`src/rtl/gpp_pkg.sv`:
```
// Package with register map, field layout and shared types of the pin port.
package gpp_pkg;
    localparam int PINS = 8;
    localparam logic [7:0] OFF_DIR = 8'h00;
    localparam logic [7:0] OFF_DIR_SET = 8'h01;
    localparam logic [7:0] OFF_DIR_CLR = 8'h02;
    localparam logic [7:0] OFF_DIR_TGL = 8'h03;
    localparam logic [7:0] OFF_OUT = 8'h04;
    localparam logic [7:0] OFF_OUT_SET = 8'h05;
    localparam logic [7:0] OFF_OUT_CLR = 8'h06;
    localparam logic [7:0] OFF_OUT_TGL = 8'h07;
    localparam logic [7:0] OFF_IN = 8'h08;
    localparam logic [7:0] OFF_FLAGS = 8'h09;
    localparam logic [7:0] OFF_PIN_CTRL = 8'h10;
    localparam logic [7:0] OFF_OVR_EN = 8'h18;
    localparam logic [7:0] OFF_ALIAS = 8'h20;
    localparam logic [7:0] ALIAS_DIR = 8'h00;
    localparam logic [7:0] ALIAS_OUT = 8'h01;
    localparam logic [7:0] ALIAS_IN = 8'h02;
    localparam logic [7:0] ALIAS_FLAGS = 8'h03;
    localparam int POS_FLIP = 7;
    localparam int POS_PULL = 3;
    localparam int POS_SENSE = 0;
    localparam logic [7:0] PIN_CTRL_RST = 8'h00;
    localparam logic [7:0] REG8_RST = 8'h00;
    localparam logic [7:0] PIN_CTRL_MASK = 8'h8F;
    localparam logic [1:0] DEAD_CYCLES = 2'h3;
    localparam logic [2:0] SENSE_INTDISABLE = 3'h0;
    localparam logic [2:0] SENSE_BOTH = 3'h1;
    localparam logic [2:0] SENSE_RISE = 3'h2;
    localparam logic [2:0] SENSE_FALL = 3'h3;
    localparam logic [2:0] SENSE_OFF = 3'h4;
    localparam logic [2:0] SENSE_LOW = 3'h5;
    localparam logic [1:0] HTRANS_NONSEQ = 2'h2;

    typedef struct packed {
        logic [7:0] addr;
        logic write;
        logic valid;
    } gpp_req_t;

    typedef struct packed {
        logic [7:0] drive;
        logic [7:0] drive_en;
        logic [7:0] pull;
        logic [7:0] sense_level;
    } gpp_pad_t;

    typedef struct packed {
        logic [7:0] drive_en_mask;
        logic [7:0] drive_value;
        logic [7:0] pin_event_flags;
        logic [7:0] ovr_en;
        logic [7:0][7:0] pin_control;
        logic [7:0] sync1;
        logic [7:0] sampled_level;
        logic [7:0] prev_level;
        logic [7:0][1:0] dead;
        logic [7:0] pending;
        gpp_req_t req;
        logic [31:0] hrdata;
        gpp_pad_t pad;
        logic irq;
    } gpp_state_t;
endpackage

```
`src/rtl/gpp_port.sv`:
```
// Eight-pin general purpose port with AHB-Lite register slave.
`timescale 1ns/1ps
module gpp_port (
    input wire logic clk,
    input wire logic arst_n,
    input wire logic hsel,
    input wire logic [31:0] haddr,
    input wire logic [1:0] htrans,
    input wire logic hwrite,
    input wire logic [2:0] hsize,
    input wire logic [31:0] hwdata,
    input wire logic hready,
    output logic hreadyout,
    output logic hresp,
    output logic [31:0] hrdata,
    input wire logic [7:0] pin_in,
    output logic [7:0] pin_out,
    output logic [7:0] pin_oe,
    output logic [7:0] pin_pullup,
    output logic [7:0] pin_event,
    input wire logic [7:0] periph_drive,
    input wire logic [7:0] periph_drive_en,
    output logic port_irq
);
    gpp_pkg::gpp_state_t s;
    gpp_pkg::gpp_state_t next_s;

    function automatic logic [2:0] sense_of(input logic [7:0] ctl);
        return ctl[gpp_pkg::POS_SENSE +: 3];
    endfunction

    // Maps an alias offset onto the regular register offset it mirrors.
    function automatic logic [7:0] unalias(input logic [7:0] a);
        logic [7:0] r;
        r = a;
        if (a[7:2] == gpp_pkg::OFF_ALIAS[7:2]) begin
            case (a[1:0])
                gpp_pkg::ALIAS_DIR[1:0]: r = gpp_pkg::OFF_DIR;
                gpp_pkg::ALIAS_OUT[1:0]: r = gpp_pkg::OFF_OUT;
                gpp_pkg::ALIAS_IN[1:0]: r = gpp_pkg::OFF_IN;
                default: r = gpp_pkg::OFF_FLAGS;
            endcase
        end
        return r;
    endfunction

    // The read mux is fed with the next state, so a read right behind a write already sees the new value.
    function automatic logic [7:0] read_reg(input gpp_pkg::gpp_state_t st, input logic [7:0] a);
        logic [7:0] r;
        r = gpp_pkg::REG8_RST;
        if (a[7:3] == gpp_pkg::OFF_PIN_CTRL[7:3]) begin
            r = st.pin_control[a[2:0]];
        end else begin
            case (a)
                gpp_pkg::OFF_DIR: r = st.drive_en_mask;
                gpp_pkg::OFF_OUT: r = st.drive_value;
                gpp_pkg::OFF_IN: r = st.sampled_level;
                gpp_pkg::OFF_FLAGS: r = st.pin_event_flags;
                gpp_pkg::OFF_OVR_EN: r = st.ovr_en;
                default: r = gpp_pkg::REG8_RST;
            endcase
        end
        return r;
    endfunction

    logic [7:0] flip;
    logic [7:0] buf_on;
    logic [7:0] level;
    logic [7:0] wd;
    logic [7:0] ra;
    logic [7:0] det;
    logic [7:0] fire;
    logic wr;

    always_comb begin
        for (int n = 0; n < gpp_pkg::PINS; n++) begin
            flip[n] = s.pin_control[n][gpp_pkg::POS_FLIP];
            buf_on[n] = sense_of(s.pin_control[n]) != gpp_pkg::SENSE_OFF;
        end
    end

    // Event level is the raw pin seen through the inverter, gated by the buffer.
    assign level = (pin_in ^ flip) & buf_on;
    assign wd = hwdata[7:0];
    assign wr = s.req.valid && s.req.write;
    assign ra = unalias(s.req.addr);

    always_comb begin
        next_s = s;
        next_s.req.valid = hsel && hready && (htrans == gpp_pkg::HTRANS_NONSEQ);
        next_s.req.write = hwrite;
        next_s.req.addr = haddr[9:2];

        if (wr) begin
            if (ra[7:3] == gpp_pkg::OFF_PIN_CTRL[7:3]) begin
                next_s.pin_control[ra[2:0]] = wd & gpp_pkg::PIN_CTRL_MASK;
            end else begin
                case (ra)
                    gpp_pkg::OFF_DIR: next_s.drive_en_mask = wd;
                    gpp_pkg::OFF_DIR_SET: next_s.drive_en_mask = s.drive_en_mask | wd;
                    gpp_pkg::OFF_DIR_CLR: next_s.drive_en_mask = s.drive_en_mask & ~wd;
                    gpp_pkg::OFF_DIR_TGL: next_s.drive_en_mask = s.drive_en_mask ^ wd;
                    gpp_pkg::OFF_OUT: next_s.drive_value = wd;
                    gpp_pkg::OFF_OUT_SET: next_s.drive_value = s.drive_value | wd;
                    gpp_pkg::OFF_OUT_CLR: next_s.drive_value = s.drive_value & ~wd;
                    gpp_pkg::OFF_OUT_TGL: next_s.drive_value = s.drive_value ^ wd;
                    gpp_pkg::OFF_IN: next_s.drive_value = s.drive_value ^ wd;
                    gpp_pkg::OFF_OVR_EN: next_s.ovr_en = wd;
                    default: next_s.drive_en_mask = s.drive_en_mask;
                endcase
            end
        end

        det = 8'h00;
        fire = 8'h00;
        for (int n = 0; n < gpp_pkg::PINS; n++) begin
            // Synchroniser halts while the buffer is off, so the input bit freezes.
            if (buf_on[n]) begin
                next_s.sync1[n] = level[n];
                next_s.sampled_level[n] = s.sync1[n];
            end
            next_s.prev_level[n] = s.sampled_level[n];
            case (sense_of(s.pin_control[n]))
                gpp_pkg::SENSE_BOTH: det[n] = s.sampled_level[n] ^ s.prev_level[n];
                gpp_pkg::SENSE_RISE: det[n] = s.sampled_level[n] & ~s.prev_level[n];
                gpp_pkg::SENSE_FALL: det[n] = ~s.sampled_level[n] & s.prev_level[n];
                gpp_pkg::SENSE_LOW: det[n] = ~s.sampled_level[n];
                // Pending events survive the off state and fire on re-enable.
                gpp_pkg::SENSE_OFF: det[n] = 1'b0;
                default: det[n] = 1'b0;
            endcase
            if (sense_of(s.pin_control[n]) == gpp_pkg::SENSE_OFF) begin
                next_s.pending[n] = s.pending[n];
            end else if (s.dead[n] != 2'h0) begin
                next_s.dead[n] = s.dead[n] - 2'h1;
                next_s.pending[n] = s.pending[n] | det[n];
            end else if (det[n] || s.pending[n]) begin
                next_s.pin_event_flags[n] = 1'b1;
                fire[n] = 1'b1;
                next_s.pending[n] = 1'b0;
                next_s.dead[n] = gpp_pkg::DEAD_CYCLES - 2'h1;
            end
            // A sense rewrite between edges drops an event held pending by the dead time; the synchroniser keeps running.
            if (wr && ra == gpp_pkg::OFF_PIN_CTRL + 8'(n) && wd[2:0] != gpp_pkg::SENSE_OFF
                && sense_of(s.pin_control[n]) != gpp_pkg::SENSE_OFF) begin
                next_s.pending[n] = 1'b0;
            end
            // Clear by writing one; a same-cycle set wins.
            if (wr && ra == gpp_pkg::OFF_FLAGS && wd[n] && !fire[n]) begin
                next_s.pin_event_flags[n] = 1'b0;
            end
        end

        for (int n = 0; n < gpp_pkg::PINS; n++) begin
            next_s.pad.drive_en[n] = s.ovr_en[n] ? periph_drive_en[n] : s.drive_en_mask[n];
            next_s.pad.drive[n] = (s.ovr_en[n] ? periph_drive[n] : s.drive_value[n]) ^ flip[n];
            next_s.pad.pull[n] = s.pin_control[n][gpp_pkg::POS_PULL] & ~next_s.pad.drive_en[n];
        end
        next_s.pad.sense_level = level;
        next_s.irq = |next_s.pin_event_flags;
        // Data phase follows the address phase; the word must stand before the edge that ends it.
        next_s.hrdata = {24'h000000, read_reg(next_s, unalias(haddr[9:2]))};
    end

    // The wake path is not asynchronous: the event level output is registered, and flags need the clock too.
    always_ff @(posedge clk or negedge arst_n) begin
        if (!arst_n) begin
            s <= '0;
        end else begin
            s <= next_s;
        end
    end

    assign hreadyout = 1'b1;
    assign hresp = 1'b0;
    assign hrdata = s.hrdata;
    assign pin_out = s.pad.drive;
    assign pin_oe = s.pad.drive_en;
    assign pin_pullup = s.pad.pull;
    assign pin_event = s.pad.sense_level;
    assign port_irq = s.irq;
endmodule

```
`config.mk`:
```
export PLATFORM = sky130hd
export DESIGN_NAME = gpp_port
export DESIGN_NICKNAME = d
export VERILOG_FILES = /design/src/rtl/gpp_pkg.sv /design/src/rtl/gpp_port.sv
export SDC_FILE = /design/constraint.sdc
export NUM_CORES = 1
export LEC_CHECK = 0
export ABC_AREA = 1
export BUFFER_PORTS_ARGS = -buffer_cell sky130_fd_sc_hd__buf_2
export CAP_MARGIN = 20
export CORE_MARGIN = 2
export CORE_UTILIZATION = 32
export DETAILED_ROUTE_END_ITERATION = 10
export REMOVE_ABC_BUFFERS = 1
export SLEW_MARGIN = 20
export SYNTH_ARGS = -nofsm -noshare
export SYNTH_HDL_FRONTEND = slang
export SYNTH_SLANG_ARGS = --single-unit
```
`constraint.sdc`:
```
create_clock -name clk -period 5.7 [get_ports clk]
set_input_delay 1.14 -clock clk [delete_from_list [all_inputs] [get_ports clk]]
set_output_delay 1.14 -clock clk [all_outputs]
set_load 0.01 [all_outputs]
```
==> results of run 1 <==
state kept, by name (all words and copies together), names as in the netlist:
signal      count
pin_out         8
flip            8
next_s          8
pin_oe          8
pin_event       8
port_irq        1
s             138
hrdata          8
pin_pullup      8
final timing paths:
path / slack, ns / to
setup / recovery: 1.91 / hrdata[6]$_DFF_PN0_
hold / removal: 0.44 / s[100]$_DFF_PN0_
setup reg to reg: 2.70 / port_irq$_DFF_PN0_
hold reg to reg: 0.44 / s[100]$_DFF_PN0_
max in group asynchronous: 3.66 / pin_event[2]$_DFF_PN0_
min in group asynchronous: 0.84 / pin_pullup[3]$_DFF_PN0_
Yosys cell counts, types with 4 or more instances:
cell         n  area (um2)
nor3b_1      5        37.5
o21ai_0     49         245
buf_6        5        56.3
nor2_4       8        90.1
inv_2       10        37.5
nand2_4      5        56.3
clkbuf_1     7        26.3
a31oi_1      8        50.1
inv_1      228         856
xor2_1      10        87.6
nor3_1      14        70.1
dfrtp_1    195        4880
and2_1      24         150
nor2_8       4        80.1
ha_1        64         801
nand4_1     20         125
o21ai_1      5        25.0
buf_4       70         526
nor2_2       5        31.3
nor2_1     135         507
o2111ai_1    4        35.0
nand3_1    182         911
nor3_2       5        50.1
o21ai_2      8        70.1
nand2_2     14        87.6
nand2_1    342        1280
nand3b_1     7        52.6
a21oi_1     21         105
cells in the final DEF, fill, tap and decap left out, types with 3 or more instances in the layout:
| cell | Yosys | routed |
|---|---|---|
| o21ai_0 | 49 | 49 |
| nor3b_1 | 5 | 5 |
| nor3_2 | 5 | 5 |
| a21o_1 | 3 | 3 |
| inv_1 | 228 | 228 |
| o21bai_1 | 3 | 3 |
| buf_2 | 3 | 86 |
| a21oi_1 | 21 | 21 |
| o21ai_4 | 3 | 3 |
| nand2_1 | 342 | 342 |
| ha_1 | 64 | 64 |
| inv_6 | 0 | 3 |
| nor2_4 | 8 | 8 |
| clkinv_1 | 3 | 3 |
| nor2_1 | 135 | 135 |
| conb_1 | 2 | 26 |
| o2111ai_1 | 4 | 4 |
| xor2_1 | 10 | 10 |
| nor3_1 | 14 | 14 |
| inv_8 | 0 | 6 |
| inv_2 | 10 | 10 |
| nor2_8 | 4 | 4 |
| nand3_4 | 3 | 3 |
| or2_2 | 3 | 3 |
| o21ai_2 | 8 | 8 |
| nand3_1 | 182 | 182 |
| nand2_4 | 5 | 5 |
| and2_1 | 24 | 24 |
| o21ai_1 | 5 | 5 |
| a31oi_1 | 8 | 8 |
| nand3b_1 | 7 | 7 |
| buf_4 | 70 | 6 |
| dfrtp_1 | 195 | 195 |
| nand4_1 | 20 | 20 |
| nor2_2 | 5 | 5 |
| nand2_2 | 14 | 14 |
| clkbuf_16 | 0 | 17 |
critical path, delay by kind of cell:
family                 cells  cell delay [ns]
buffers and inverters      5             0.73
and+or+nand+nor            9             2.29
routing by layer:
layer | vias to the layer above | share of wire | global-route usage
met5 | - | 0.00071 | 0
met4 | 4 | 0.028 | 0.0613
met3 | 55 | 0.056 | 0.0340
met2 | 284 | 0.46 | 0.298
met1 | 4557 | 0.46 | 0.246
li1 | 4700 | - | -
cell type report:
class / count / area [um2]
Multi-Input combinational cell: 988 / 5290
Tap cell: 461 / 577
Antenna cell: 1 / 2.50
Fill cell: 3720 / 22900
Clock inverter: 15 / 181
Timing Repair Buffer: 93 / 489
Clock buffer: 17 / 425
Inverter: 241 / 905
Sequential cell: 195 / 4880
power by group through the flow:
stage	clock network, mW	registers [mW]	logic, mW
after floorplan	0	1.55	0.370
after global placement	0	1.55	0.526
after detailed placement	0	1.56	0.549
after CTS	1.30	1.53	0.553
after global routing	1.35	1.54	0.638
final	1.28	1.53	0.544
per-stage QoR:
| stage | instances | power, mW | setup WS, ns | hold slack, ns | area, um2 |
|---|---|---|---|---|---|
| 2_1_floorplan | 1424 | 1.92 | 2.73 | 0.393 | 11100 |
| 3_3_place_gp | 1978 | 2.08 | 1.55 | 0.406 | 12100 |
| 3_5_place_dp | 1978 | 2.11 | 1.51 | 0.421 | 12100 |
| 4_1_cts | 2010 | 3.39 | 1.99 | 0.440 | 12700 |
| 5_1_grt | 2010 | 3.53 | 1.76 | 0.452 | 12700 |
| 6_report | 2011 | 3.35 | 1.91 | 0.440 | 12700 |
logic make-up after synthesis:
logic type	after synthesis
other cells	2
simple gates	782
buf+inv	328
xor+xnor	10
compound gates	106
fa+ha+maj	64
flops	195
==> impl_metrics.env, run 1 <==
export IMPL_synthSimpleGateAreaFrac=0.315
export IMPL_slew_violations=0
export IMPL_ant_nets=0
export IMPL_yosysUniqueCellTypes=44
export IMPL_overflow=0
export IMPL_syn_inst=1487
export IMPL_synth_async_reset_ratio=1.00
export IMPL_drt_iter0_drc=799
export IMPL_cts_tree="built"
export IMPL_synth_mux_area_frac=0
export IMPL_worstMarginPinSlew_ns=1.13
export IMPL_worstPathMaxFanout=15
export IMPL_synth_flop_cell="dfrtp_1"
export IMPL_cap_viol_max_count=0
export IMPL_min_from="next_s[100]$_DFF_PN0_"
export IMPL_die_h_um=194
export IMPL_ios=165
export IMPL_critPathKind="input port to flip-flop"
export IMPL_hpwl_um=25000
export IMPL_ys_warn_count=0
export IMPL_final_nets=1698
export IMPL_synthAdderAreaFrac=0.0690
export IMPL_peakVddDrop_mv=0.198
export IMPL_track_usage=0.183
export IMPL_grt_pass1_vias=9395
export IMPL_clock_latency_ns=0.46
export IMPL_worstPathRequired_ns=6.08
export IMPL_clock_skew_ns=0.0151
export IMPL_hold_viol_final=0
export IMPL_power_density_mw_per_mm2=263
export IMPL_clock_sinks=195
export IMPL_path_cells="buf_2 > inv_1 > nand2_1 > nor2_1 > nand3b_1 > nand2_2 > inv_2 > nor2_2 > inv_2 > nor3_2 > inv_1 > nor2_1 > nor2_1 > nand3_1"
export IMPL_slowest_delay_ns=0.79
export IMPL_grt_first_pass_wirelength_um=53000
export IMPL_finalSetupTns_ns=0
export IMPL_initial_core_util=0.326
export IMPL_crit_path_start="haddr[8]"
export IMPL_fmax_mhz=264
export IMPL_postCtsSetupRepairBufs=0
export IMPL_hold_depth=0
export IMPL_fin_util=0.357
export IMPL_synth_top_family_by_area="simple AND/OR/NAND/NOR gates"
export IMPL_worstPathArrival_ns=4.17
export IMPL_die_area_mm2=0.0378
export IMPL_drt_wl_total_um=33800
export IMPL_die_x_um=194
export IMPL_rsz0062_at_grt="false"
export IMPL_syn_area_per_cell_um2=7.81
export IMPL_switching_share=0.316
export IMPL_yosys_register_bits=195
export IMPL_leakage_nw=6.90
export IMPL_hold_buffers=0
export IMPL_ctsResizeCount=0
export IMPL_pwr_share_comb=0.162
export IMPL_rr_worst_depth=12
export IMPL_p_clk_frac=0.381
export IMPL_syn2layout_area_growth_pct=9.76
export IMPL_cts_root_buf="clkbuf_16"
export IMPL_clk_pin_slew_ns=0.08
export IMPL_rr_startpoint="s[69]$_DFF_PN0_"
export IMPL_via_per_inst=4.77
export IMPL_core_mm2=0.0357
export IMPL_fin_crit_sh=0.665
export IMPL_drive_above_1_share=0.127
export IMPL_rows=69
export IMPL_grt_max_degree=119
export IMPL_gp_congestion=0.908
export IMPL_wl_per_cell_um=16.8
export IMPL_dr_pass1_iters=5
export IMPL_cts_buffer_depth=2
export IMPL_h_tree_depth=4
export IMPL_port_buffers=87
export IMPL_yosysSeqAreaShare=0.420
export IMPL_seqPwrFrac=0.456
export IMPL_fin_crit_ns=3.79
export IMPL_setup_violations=0
export IMPL_synth_xor_area_frac=0.00754
export IMPL_maxSlewHeadroom=0.245
export IMPL_synth_compound_area_frac=0.0553
export IMPL_num_vias=9600
export IMPL_synth_edf_count=0
export IMPL_post_route_drc_count=0
export IMPL_antenna_found_initial=3
export IMPL_crit_top_cell="nor2_1"
export IMPL_synth_area_mm2=0.0116
export IMPL_endpoint_kind="flip-flop"
export IMPL_cp_slowest_cell="nor3_2"
export IMPL_outcome="finished, final reports clean"
export IMPL_internal_power_mw=2.29
export IMPL_critPathLaunchType="input port"
export IMPL_p_switching_mw=1.06
export IMPL_numCtsBuffers=17
export IMPL_hold_path_class="flip-flop to flip-flop"
Note: power is estimated with default switching activity, not from simulation.
==> run 2, diff against run 1 <==
--- a/config.mk
+++ b/config.mk
@@ -5,7 +5,7 @@
 export SDC_FILE = /design/constraint.sdc
 export NUM_CORES = 1
 export LEC_CHECK = 0
-export ABC_AREA = 1
+export ABC_AREA = 0
 export BUFFER_PORTS_ARGS = -buffer_cell sky130_fd_sc_hd__buf_2
 export CAP_MARGIN = 20
 export CORE_MARGIN = 2
==> constraint.sdc (replaced) <==
create_clock -name clk -period 3.5 [get_ports clk]
set_input_delay 0.7 -clock clk [delete_from_list [all_inputs] [get_ports clk]]
set_output_delay 0.7 -clock clk [all_outputs]
set_load 0.01 [all_outputs]
==> run 2 against run 1 <==
Core utilization grew 1.2 points. Die area shrank 8.5%. Sequential share of layout area grew 2.2 points. Critical path depth shrank 6. Clock power grew 53%. Wire length shrank 5.7%. Largest cell class is now sequential cells. Count of clock-buffer cells in the layout grew 2. Setup slack lost 1.4 ns.
==> impl_metrics.env, run 2 <==
export IMPL_largest_register="s"
export IMPL_outcome="finished, final reports clean"
export IMPL_synth_edf_count=0
export IMPL_post_route_drc_count=0
export IMPL_drive_above_1_share=0.189
export IMPL_core_mm2=0.0326
export IMPL_die_h_um=186
export IMPL_syn_inst=1056
export IMPL_drt_wl_total_um=31900
export IMPL_ctsResizeCount=0
export IMPL_grt_pass1_vias=7930
export IMPL_slew_violations=0
export IMPL_pwr_share_comb=0.176
export IMPL_p_switching_mw=1.59
export IMPL_clock_latency_ns=0.45
export IMPL_synth_flop_cell="dfrtp_1"
export IMPL_synth_async_reset_ratio=1.00
export IMPL_clk_pin_slew_ns=0.07
export IMPL_cts_root_buf="clkbuf_16"
export IMPL_cts_tree="built"
export IMPL_clock_sinks=195
export IMPL_maxSlewHeadroom=0.407
export IMPL_cts_buffer_depth=2
export IMPL_path_cells="nand4b_2 > or2_1 > a2111oi_4 > buf_4 > mux2i_1 > o32ai_1 > a211o_1 > a2111o_1"
export IMPL_leakage_nw=5.75
export IMPL_ys_warn_count=0
export IMPL_critPathKind="flip-flop to flip-flop"
export IMPL_rsz0062_at_grt="false"
export IMPL_slowest_delay_ns=0.49
export IMPL_ios=165
export IMPL_yosys_register_bits=195
export IMPL_fmax_mhz=329
export IMPL_clock_skew_ns=0.0121
export IMPL_cap_viol_max_count=0
export IMPL_finalSetupTns_ns=0
export IMPL_p_clk_frac=0.358
export IMPL_endpoint_kind="flip-flop"
export IMPL_syn_area_per_cell_um2=10.0
export IMPL_postCtsSetupRepairBufs=0
export IMPL_overflow=0
export IMPL_pre_cts_ws_ns=0.378
export IMPL_grt_max_degree=78
export IMPL_synth_area_mm2=0.0106
export IMPL_fin_crit_sh=0.869
export IMPL_dp_cells=1569
export IMPL_num_vias=8083
export IMPL_grt_first_pass_wirelength_um=48300
export IMPL_hold_path_class="input port to async pin"
export IMPL_setup_violations=0
export IMPL_critPathLaunchType="flip-flop"
export IMPL_initial_core_util=0.325
export IMPL_die_x_um=186
export IMPL_switching_share=0.291
export IMPL_cp_slowest_cell="dfrtp_1"
export IMPL_fin_ws_ns=0.460
export IMPL_worstPathArrival_ns=3.34
export IMPL_final_cell_mix="195 x dfrtp_1, 93 x inv_1, 86 x buf_2, 76 x nor2_1, 71 x nand2_1"
export IMPL_num_fill_cells=3256
export IMPL_track_usage=0.191
export IMPL_drt_iter0_drc=661
export IMPL_yosysSeqAreaShare=0.460
export IMPL_wl_per_cell_um=19.9
export IMPL_ant_nets=0
export IMPL_numCtsBuffers=17
export IMPL_finalNonFillerCells=1599
export IMPL_layout_commonest_cell="dfrtp_1"
export IMPL_syn2layout_area_growth_pct=13.7
export IMPL_fin_crit_ns=3.04
export IMPL_cp_top_family="compound AO/OA/AOI/OAI gates"
export IMPL_port_buffers=87
export IMPL_rows=66
export IMPL_seqPwrFrac=0.466
export IMPL_internal_power_mw=3.88
export IMPL_hpwl_um=24000
export IMPL_yosys_top_cells_area="dfrtp_1 46%, ha_1 7.6%, buf_4 4.7%"
export IMPL_yosysUniqueCellTypes=78
export IMPL_synth_common_cells="195 x dfrtp_1, 93 x inv_1, 76 x nor2_1"
export IMPL_dr_pass1_iters=5
export IMPL_worst_path_buf_inv=1
export IMPL_h_tree_depth=4
export IMPL_worstPathMaxFanout=9
export IMPL_num_antenna_cells=0
export IMPL_die_area_mm2=0.0346
export IMPL_synth_top_area_frac=0.460
export IMPL_yosysMostFrequentCell="dfrtp_1"
export IMPL_antenna_found_initial=0
export IMPL_peakVddDrop_mv=0.342
export IMPL_via_per_inst=5.06
export IMPL_worstMarginPinSlew_ns=0.887
export IMPL_seqCellArea_mm2=0.00488
export IMPL_gp_congestion=0.923
export IMPL_largest_reg_flops=138
export IMPL_final_nets=1308
export IMPL_hold_buffers=0
export IMPL_hold_viol_final=0
export IMPL_multi_input_area_mm2=0.00483
export IMPL_worstPathRequired_ns=3.80
export IMPL_power_density_mw_per_mm2=453
export IMPL_synth_top_cell_by_area="dfrtp_1"
export IMPL_fin_util=0.370
-- run 2: cell types whose count changed after synthesis, moves of 33 or more --
cell / before / now
nand2_1: 342 / 71
nand3_1: 182 / 13
inv_1: 228 / 93
nor2_1: 135 / 76
mux2i_1: 0 / 40
a21oi_1: 21 / 54
-- run 2: kinds of logic after synthesis --
group | after synthesis | share of synthesized area
other cells | 2 | 0.000708
buf+inv | 190 | 0.0926
fa+ha+maj | 64 | 0.0755
mux | 72 | 0.0717
xor+xnor | 16 | 0.0132
compound gates | 231 | 0.147
flops | 195 | 0.460
simple gates | 286 | 0.139
-- run 2: final cells by class --
cell class,count,share of cell area
clock buffer,19,0.0359
clock inverter,11,0.0107
inverter,94,0.0293
multi-input combinational,695,0.401
sequential,195,0.405
tap,442,0.0459
timing repair buffer,143,0.0727
-- run 2: path summary, 6_finish.rpt --
kind	startpoint	to	slack (ns)	cells past startpoint
max	s[72]$_DFF_PN0_	hrdata[4]$_DFF_PN0_	0.46	8
min	arst_n	pin_pullup[2]$_DFF_PN0_	0.27	1
max reg2reg	s[72]$_DFF_PN0_	hrdata[4]$_DFF_PN0_	0.46	8
min reg2reg	next_s[103]$_DFF_PN0_	s[103]$_DFF_PN0_	0.45	0
max in group asynchronous	arst_n	s[200]$_DFF_PN0_	2.45	2
min in group clk	hwrite	s[66]$_DFF_PN0_	0.36	1
-- run 2: per-layer routing --
| metal | GRT usage | vias up | part of all wire |
|---|---|---|---|
| li1 | - | 3759 | - |
| met1 | 0.263 | 3991 | 0.46 |
| met2 | 0.291 | 278 | 0.44 |
| met3 | 0.0415 | 55 | 0.066 |
| met4 | 0.0787 | 0 | 0.034 |
| met5 | 0 | - | 0 |
-- run 2: power by group through the flow --
stage | clock, mW | combinational, mW | sequential [mW]
2_1_floorplan | 0 | 0.615 | 2.58
3_3_place_gp | 0 | 0.917 | 2.58
3_5_place_dp | 0 | 0.969 | 2.59
4_1_cts | 2.00 | 0.974 | 2.55
5_1_grt | 2.08 | 1.10 | 2.57
6_report | 1.96 | 0.962 | 2.55
-- run 2: metrics by stage --
step / hold WS [ns] / area [um2] / total power [mW]
after floorplan: 0.398 / 10100 / 3.19
after global placement: 0.417 / 11500 / 3.50
after detailed placement: 0.433 / 11500 / 3.56
after CTS: 0.292 / 12100 / 5.52
after global routing: 0.319 / 12100 / 5.75
final: 0.271 / 12100 / 5.47
